**src/inc/ccr_pkg.sv**
```systemverilog
// Purpose: shared constants for the converter control register bank
// Assumes: 8-bit registers reached through the serial interface's register port
// Notes: reset defaults are variant dependent and overridable per instance
package ccr_pkg;
    // register byte offsets
    localparam logic [7:0] CCR_OFF_CONV4 = 8'h25;
    localparam logic [7:0] CCR_OFF_CONV5 = 8'h26;
    localparam logic [7:0] CCR_OFF_CONV6 = 8'h27;

    // field positions inside each control register
    localparam int CCR_SLP_HI = 5;
    localparam int CCR_SLP_LO = 4;
    localparam int CCR_RSV_HI = 3;
    localparam int CCR_RSV_LO = 2;
    localparam int CCR_MODE_BIT = 1;
    localparam int CCR_EN_BIT = 0;
    localparam int CCR_RO_HI = 7;
    localparam int CCR_RO_LO = 6;

    // sleep-select encodings; the other two are reserved
    localparam logic [1:0] CCR_SLP_OFF = 2'h0;
    localparam logic [1:0] CCR_SLP_ON = 2'h3;
    localparam logic [1:0] CCR_RSV_VAL = 2'h3;
    localparam logic [1:0] CCR_RO_VAL = 2'h0;

    // bits software can change; top two read zero
    localparam logic [7:0] CCR_WR_MASK = 8'h3f;
    localparam logic [7:0] CCR_RD_IDLE = 8'h00;

    // default reset contents, one variant's factory image
    localparam logic [7:0] CCR_RST_CONV4 = 8'h0f;
    localparam logic [7:0] CCR_RST_CONV5 = 8'h0f;
    localparam logic [7:0] CCR_RST_CONV6 = 8'h0d;

    // control input pins and the two that double as sleep inputs
    localparam int CCR_NUM_CTL = 6;
    localparam int CCR_IDX_SLEEP_ONE = 2;
    localparam int CCR_IDX_SLEEP_TWO = 5;
    localparam int CCR_VCODE_W = 7;

    typedef enum logic [0:0] {
        CCR_PIN_ONE = 1'b0,
        CCR_PIN_TWO = 1'b1
    } ccr_pin_e;

    typedef enum logic [0:0] {
        CCR_MODE_AUTO = 1'b0,
        CCR_MODE_PWM = 1'b1
    } ccr_mode_e;
endpackage

```
**src/verilog/ccr_conv_lane.sv**
```systemverilog
// Purpose: one converter control register and its steering outputs
// Assumes: all inputs synchronous to sys_clk
// Notes: outputs are registered, so effects lag their cause by one clock, and a register write reaches the controls two clocks later
`timescale 1ns/10ps
module ccr_conv_lane #(
    parameter logic [7:0] RESET_VAL = ccr_pkg::CCR_RST_CONV4,
    parameter ccr_pkg::ccr_pin_e SLEEP_PIN = ccr_pkg::CCR_PIN_ONE,
    parameter int VCODE_W = ccr_pkg::CCR_VCODE_W
) (
    // clock and reset
    input wire logic sys_clk,
    input wire logic rst,
    // register write port
    input wire logic wr_en,
    input wire logic [7:0] wr_data,
    // pins and codes
    input wire logic sleep_one,
    input wire logic sleep_two,
    input wire logic pin_request,
    input wire logic [VCODE_W-1:0] normal_code,
    input wire logic [VCODE_W-1:0] sleep_code,
    // register contents and converter controls
    output logic [7:0] ctrl_r,
    output logic [VCODE_W-1:0] vcode_r,
    output logic pwm_r,
    output logic on_r,
    output logic sleep_r
);
    import ccr_pkg::*;

    logic sleep_pin;
    logic sleep_now;

    // a reset image with a reserved select code, live top bits or cleared
    // reserved bits is refused, so a bad factory image fails at build time
    if (RESET_VAL[CCR_RO_HI:CCR_RO_LO] != CCR_RO_VAL ||
        RESET_VAL[CCR_RSV_HI:CCR_RSV_LO] != CCR_RSV_VAL ||
        (RESET_VAL[CCR_SLP_HI:CCR_SLP_LO] != CCR_SLP_OFF &&
         RESET_VAL[CCR_SLP_HI:CCR_SLP_LO] != CCR_SLP_ON)) begin : g_bad_reset
        $error("illegal reset image for converter control register");
    end

    // storage; top bits masked so they can never be set
    always_ff @(posedge sys_clk or posedge rst) begin
        if (rst) begin
            ctrl_r <= RESET_VAL;
        end else if (wr_en) begin
            ctrl_r <= wr_data & CCR_WR_MASK;
        end
    end

    // sleep pin is fixed by configuration, never by software
    assign sleep_pin = (SLEEP_PIN == CCR_PIN_TWO) ? sleep_two : sleep_one;
    // only 11 arms sleep; reserved codes fall back to the normal code
    assign sleep_now = (ctrl_r[CCR_SLP_HI:CCR_SLP_LO] == CCR_SLP_ON) && !sleep_pin;

    // converter controls, refreshed every clock
    always_ff @(posedge sys_clk or posedge rst) begin
        if (rst) begin
            vcode_r <= '0;
            pwm_r <= 1'b0;
            on_r <= 1'b0;
            sleep_r <= 1'b0;
        end else begin
            vcode_r <= sleep_now ? sleep_code : normal_code;
            pwm_r <= ctrl_r[CCR_MODE_BIT];
            on_r <= ctrl_r[CCR_EN_BIT] & pin_request;
            sleep_r <= sleep_now;
        end
    end
endmodule // ccr_conv_lane

```
**src/verilog/converter_ctrl_regs.sv**
```systemverilog
// Purpose: control register bank for converters four, five and six
// Assumes: register port driven by the serial interface engine, one access per strobe
// Notes: reset contents and sleep pin choice are factory parameters
`timescale 1ns/10ps
// Functional notes
// - select code 00 always uses the normal voltage code.
// - select code 11 uses the sleep code while the assigned pin is low.
// - each converter follows one sleep pin fixed at configuration.
// - bit 1 low gives automatic mode, high gives forced pwm.
// - bit 0 low forces the converter off over all control pins.
// - same layout for converters four to six at 25h, 26h, 27h.
module converter_ctrl_regs #(
    parameter logic [7:0] CONV4_RESET = ccr_pkg::CCR_RST_CONV4,
    parameter logic [7:0] CONV5_RESET = ccr_pkg::CCR_RST_CONV5,
    parameter logic [7:0] CONV6_RESET = ccr_pkg::CCR_RST_CONV6,
    parameter ccr_pkg::ccr_pin_e CONV4_SLEEP_PIN = ccr_pkg::CCR_PIN_ONE,
    parameter ccr_pkg::ccr_pin_e CONV5_SLEEP_PIN = ccr_pkg::CCR_PIN_ONE,
    parameter ccr_pkg::ccr_pin_e CONV6_SLEEP_PIN = ccr_pkg::CCR_PIN_ONE,
    parameter int VCODE_W = ccr_pkg::CCR_VCODE_W
) (
    // clock and reset
    input wire logic sys_clk,
    input wire logic rst,
    // register port from the serial interface
    input wire logic [7:0] reg_addr,
    input wire logic [7:0] reg_wdata,
    input wire logic reg_wr,
    input wire logic reg_rd,
    output logic [7:0] reg_rdata,
    output logic reg_rvalid,
    // control input pins
    input wire logic [ccr_pkg::CCR_NUM_CTL-1:0] control_inputs,
    // enable requests decoded from the control pins
    input wire logic conv4_pin_request,
    input wire logic conv5_pin_request,
    input wire logic conv6_pin_request,
    // voltage codes held elsewhere
    input wire logic [VCODE_W-1:0] conv4_normal_voltage_code,
    input wire logic [VCODE_W-1:0] conv4_sleep_voltage_code,
    input wire logic [VCODE_W-1:0] conv5_normal_voltage_code,
    input wire logic [VCODE_W-1:0] conv5_sleep_voltage_code,
    input wire logic [VCODE_W-1:0] conv6_normal_voltage_code,
    input wire logic [VCODE_W-1:0] conv6_sleep_voltage_code,
    // converter four controls
    output logic [VCODE_W-1:0] conv4_vcode,
    output logic conv4_pwm,
    output logic conv4_on,
    output logic conv4_sleep_active,
    // converter five controls
    output logic [VCODE_W-1:0] conv5_vcode,
    output logic conv5_pwm,
    output logic conv5_on,
    output logic conv5_sleep_active,
    // converter six controls
    output logic [VCODE_W-1:0] conv6_vcode,
    output logic conv6_pwm,
    output logic conv6_on,
    output logic conv6_sleep_active
);
    import ccr_pkg::*;

    if (VCODE_W < 1 || VCODE_W > 8) begin : g_bad_width
        $error("voltage code width out of range");
    end

    logic [7:0] conv4_ctrl;
    logic [7:0] conv5_ctrl;
    logic [7:0] conv6_ctrl;
    logic hit4;
    logic hit5;
    logic hit6;
    logic sleep_one;
    logic sleep_two;
    logic [1:0] conv4_sleep_select;
    logic [1:0] conv5_sleep_select;
    logic [1:0] conv6_sleep_select;
    logic [7:0] rdata_nxt;

    // address decode; one register per byte offset
    assign hit4 = (reg_addr == CCR_OFF_CONV4);
    assign hit5 = (reg_addr == CCR_OFF_CONV5);
    assign hit6 = (reg_addr == CCR_OFF_CONV6);

    // the third and sixth control inputs double as the sleep inputs
    assign sleep_one = control_inputs[CCR_IDX_SLEEP_ONE];
    assign sleep_two = control_inputs[CCR_IDX_SLEEP_TWO];

    // field views for the sleep-pin checks
    assign conv4_sleep_select = conv4_ctrl[CCR_SLP_HI:CCR_SLP_LO];
    assign conv5_sleep_select = conv5_ctrl[CCR_SLP_HI:CCR_SLP_LO];
    assign conv6_sleep_select = conv6_ctrl[CCR_SLP_HI:CCR_SLP_LO];

    // converter four
    ccr_conv_lane #(
        .RESET_VAL(CONV4_RESET),
        .SLEEP_PIN(CONV4_SLEEP_PIN),
        .VCODE_W(VCODE_W)
    ) u_conv4 (
        .sys_clk(sys_clk),
        .rst(rst),
        .wr_en(reg_wr && hit4),
        .wr_data(reg_wdata),
        .sleep_one(sleep_one),
        .sleep_two(sleep_two),
        .pin_request(conv4_pin_request),
        .normal_code(conv4_normal_voltage_code),
        .sleep_code(conv4_sleep_voltage_code),
        .ctrl_r(conv4_ctrl),
        .vcode_r(conv4_vcode),
        .pwm_r(conv4_pwm),
        .on_r(conv4_on),
        .sleep_r(conv4_sleep_active)
    );

    // converter five
    ccr_conv_lane #(
        .RESET_VAL(CONV5_RESET),
        .SLEEP_PIN(CONV5_SLEEP_PIN),
        .VCODE_W(VCODE_W)
    ) u_conv5 (
        .sys_clk(sys_clk),
        .rst(rst),
        .wr_en(reg_wr && hit5),
        .wr_data(reg_wdata),
        .sleep_one(sleep_one),
        .sleep_two(sleep_two),
        .pin_request(conv5_pin_request),
        .normal_code(conv5_normal_voltage_code),
        .sleep_code(conv5_sleep_voltage_code),
        .ctrl_r(conv5_ctrl),
        .vcode_r(conv5_vcode),
        .pwm_r(conv5_pwm),
        .on_r(conv5_on),
        .sleep_r(conv5_sleep_active)
    );

    // converter six
    ccr_conv_lane #(
        .RESET_VAL(CONV6_RESET),
        .SLEEP_PIN(CONV6_SLEEP_PIN),
        .VCODE_W(VCODE_W)
    ) u_conv6 (
        .sys_clk(sys_clk),
        .rst(rst),
        .wr_en(reg_wr && hit6),
        .wr_data(reg_wdata),
        .sleep_one(sleep_one),
        .sleep_two(sleep_two),
        .pin_request(conv6_pin_request),
        .normal_code(conv6_normal_voltage_code),
        .sleep_code(conv6_sleep_voltage_code),
        .ctrl_r(conv6_ctrl),
        .vcode_r(conv6_vcode),
        .pwm_r(conv6_pwm),
        .on_r(conv6_on),
        .sleep_r(conv6_sleep_active)
    );

    // read mux; reserved bits 3:2 read back whatever software stored
    always_comb begin
        rdata_nxt = CCR_RD_IDLE;
        if (hit4) begin
            rdata_nxt = conv4_ctrl & CCR_WR_MASK;
        end else if (hit5) begin
            rdata_nxt = conv5_ctrl & CCR_WR_MASK;
        end else if (hit6) begin
            rdata_nxt = conv6_ctrl & CCR_WR_MASK;
        end
    end

    // read data held until the next read so the serializer can take it late
    always_ff @(posedge sys_clk or posedge rst) begin
        if (rst) begin
            reg_rdata <= CCR_RD_IDLE;
        end else if (reg_rd) begin
            reg_rdata <= rdata_nxt;
        end
    end

    // one-cycle answer strobe, also given for unmapped offsets
    always_ff @(posedge sys_clk or posedge rst) begin
        if (rst) begin
            reg_rvalid <= 1'b0;
        end else begin
            reg_rvalid <= reg_rd;
        end
    end
endmodule // converter_ctrl_regs

```
**config.mk**
```make
export PLATFORM = sky130hd
export DESIGN_NAME = converter_ctrl_regs
export DESIGN_NICKNAME = d
export VERILOG_FILES = /design/src/inc/ccr_pkg.sv /design/src/verilog/ccr_conv_lane.sv /design/src/verilog/converter_ctrl_regs.sv
export SDC_FILE = /design/constraint.sdc
export NUM_CORES = 1
export LEC_CHECK = 0
export BUFFER_PORTS_ARGS = -buffer_cell sky130_fd_sc_hd__buf_2
export CAP_MARGIN = 25
export CELL_PAD_IN_SITES_DETAIL_PLACEMENT = 2
export CELL_PAD_IN_SITES_GLOBAL_PLACEMENT = 2
export CORE_MARGIN = 4
export CORE_UTILIZATION = 31
export DETAILED_ROUTE_END_ITERATION = 6
export PLACE_DENSITY_LB_ADDON = 0.1
export SLEW_MARGIN = 10
export SYNTH_ARGS = -nofsm -noshare
export SYNTH_HDL_FRONTEND = slang
export SYNTH_HIERARCHICAL = 1
export SYNTH_SLANG_ARGS = --single-unit
```
**constraint.sdc**
```tcl
create_clock -name sys_clk -period 3.45 [get_ports sys_clk]
set_input_delay 1.035 -clock sys_clk [delete_from_list [all_inputs] [get_ports sys_clk]]
set_output_delay 1.035 -clock sys_clk [all_outputs]
set_load 0.03 [all_outputs]
```
==> impl_metrics.json <==
{
  "worstSetupStartpointType": "primary input",
  "cp.required_ns": 3.65,
  "drt-vias-per-instance": 4.51,
  "worstMarginPinSlew_ns": 0.669,
  "globalRouteTotalUtil": 0.150,
  "drt_wl_total_mm": 5.89,
  "fin_skew_ns": 0.00450,
  "dp_hpwl_mm": 4.71,
  "vias": 1571,
  "seqCellArea_mm2": 0.00139,
  "crit_arrival_ns": 2.58,
  "fin_util": 0.421,
  "finalHoldWorstSlack_ns": 0.416,
  "ant_nets": 0,
  "cp_num_buf_inv": 1,
  "route.detailed.wl_per_inst_um": 16.9,
  "die_h_um": 92.7,
  "p_leak_nw": 1.56,
  "final_cell_mix": "100 x sky130_fd_sc_hd__buf_2, 44 x sky130_fd_sc_hd__mux2_2, 44 x sky130_fd_sc_hd__dfrtp_1",
  "setup-violations-final": 0,
  "clock_tree_from_tritoncts": "done",
  "count_of_h_tree_levels_built_during_cts": 2,
  "clock.fmax_mhz": 419,
  "fin_area_mm2": 0.00289,
  "syn-mean-instance-area_um2": 14.8,
  "worstSetupEndpointType": "flop",
  "fin_setup_tns_ns": 0,
  "ios": 110,
  "site_rows": 30,
  "detailedRoute.firstPassIterationCount": 2,
  "finalCriticalPeriod_ns": 2.39,
  "port_buffers": 100,
  "cts.root.buffer_cell": "sky130_fd_sc_hd__clkbuf_8",
  "maximum_number_of_pins_on_one_net_before_global_route_repair": 17,
  "slew_headroom": 0.553,
  "timing.final.hold_violations": 0,
  "highest_cell_delay_on_the_worst_timing_path_ns": 0.50,
  "layout_commonest_cell": "sky130_fd_sc_hd__buf_2",
  "grt_pass1_wl_mm": 9.89,
  "ys.warnings.count": 6,
  "dr_wl_met3_um": 504,
  "crit_path_max_fanout": 6,
  "core_area_mm2": 0.00687,
  "iteration_0_drc_count_of_the_detailed_router": 28,
  "cts_buffers": 5,
  "layout.nets": 322,
  "antenna_found_initial": 0,
  "route.detailed.drc": 0,
  "grt_setup_unrepaired": "false",
  "synth_cells": 150,
  "cts_hold_buffers": 0,
  "top_layer_used": "met4",
  "first_global_vias": 1956,
  "timing.critical_path.cells": "buf_2 > nor4b_2 > nand3_1 > nor2_1 > mux2_2",
  "clk_path_buf_depth": 2,
  "worst_path_max_delay_cell": "sky130_fd_sc_hd__nor2_1",
  "ir_drop_uv": 162,
  "multi_input_comb_area_um2": 746,
  "routabilityCongestion": 0.730,
  "cts_repair_resize_count": 0,
  "crit_family": "simple AND/OR/NAND/NOR gates",
  "p_total_w": 0.00118,
  "drv_cap": 0,
  "wl_met1_mm": 2.17,
  "chipWidth_um": 92.7,
  "post_cts_buffers": 0,
  "insertedDiodeCount": 0,
  "status": "complete, no violations",
  "timing.final.max_slew_violations": 0,
  "cellPowerDensity_mw_per_mm2": 410,
  "die-area_mm2": 0.00860,
  "clk_pin_slew_worst_paths_ns": 0.09,
  "layout.filler_cells": 750,
  "aggregate_global_routing_overflow": 0,
  "hold_class": "flop to flop",
  "drive_gt1_frac": 0.663,
  "timing_worst_setup_path_type": "primary input to flop",
  "synthesis.area_mm2": 0.00223,
  "placed_standard_cell_area_mm2": 0.00281,
  "clkSinkCount": 55,
  "met2WireLength_mm": 3.14,
  "area_growth_syn_to_layout_pct": 29.8,
  "period_share": 0.692,
  "starting_utilization_of_the_core_area": 0.324,
  "insertion_delay_ns": 0.31
}
cell type report:
cell class              instances  share of cell area
clock buffers                   7              0.0264
clock inverters                 1             0.00173
inverters                      14              0.0182
multi-input cells              75               0.258
flip-flops and latches         55               0.481
well taps                      96              0.0416
repair buffers                100               0.173
per-stage QoR:
stage	setup slack [ns]	std cells
after global placement	0.761	340
after global routing	0.842	348
after floorplan	1.25	151
after detailed placement	0.724	340
after CTS	1.06	348
final	1.06	348
power by group:
part           internal (W)  total (W)  leakage, nW  switching, W
clock network      0.000143   0.000351       0.0422      0.000208
registers          0.000675   0.000687        0.675     0.0000121
logic             0.0000613   0.000146        0.840     0.0000845
state kept, by name, summed over array words and instances, names as in the netlist:
signal and count:
reg_rdata 6, reg_rvalid 1, u_conv4/ctrl_r 6, u_conv4/on_r 1, u_conv4/pwm_r 1, u_conv4/sleep_r 1
u_conv4/vcode_r 7, u_conv5/ctrl_r 6, u_conv5/on_r 1, u_conv5/pwm_r 1, u_conv5/sleep_r 1, u_conv5/vcode_r 7
u_conv6/ctrl_r 6, u_conv6/on_r 1, u_conv6/pwm_r 1, u_conv6/sleep_r 1, u_conv6/vcode_r 7
metal layers:
| metal | track usage | vias to the layer above |
|---|---|---|
| li1 | - | 714 |
| met1 | 0.160 | 793 |
| met2 | 0.271 | 58 |
| met3 | 0.0626 | 6 |
| met4 | 0.0440 | 0 |
| met5 | 0 | - |
path summary, 6_finish.rpt:
check	from	end	slack, ns	cells after the start
worst max register to register	u_conv4/ctrl_r[5]$_DFFE_PP0P_	reg_rdata[5]$_DFFE_PP0P_	2.28	3
worst min register to register	u_conv6/ctrl_r[1]$_DFFE_PP0P_	u_conv6/pwm_r$_DFF_PP0_	0.42	0
worst max-delay path	reg_addr[4]	u_conv5/ctrl_r[4]$_DFFE_PP0P_	1.06	5
min in group asynchronous	rst	reg_rdata[5]$_DFFE_PP0P_	0.68	2
max in group asynchronous	rst	u_conv4/vcode_r[4]$_DFF_PP0_	2.18	2
worst min-delay path	u_conv6/ctrl_r[1]$_DFFE_PP0P_	u_conv6/pwm_r$_DFF_PP0_	0.42	0
Note: power is estimated with default switching activity, not from simulation.
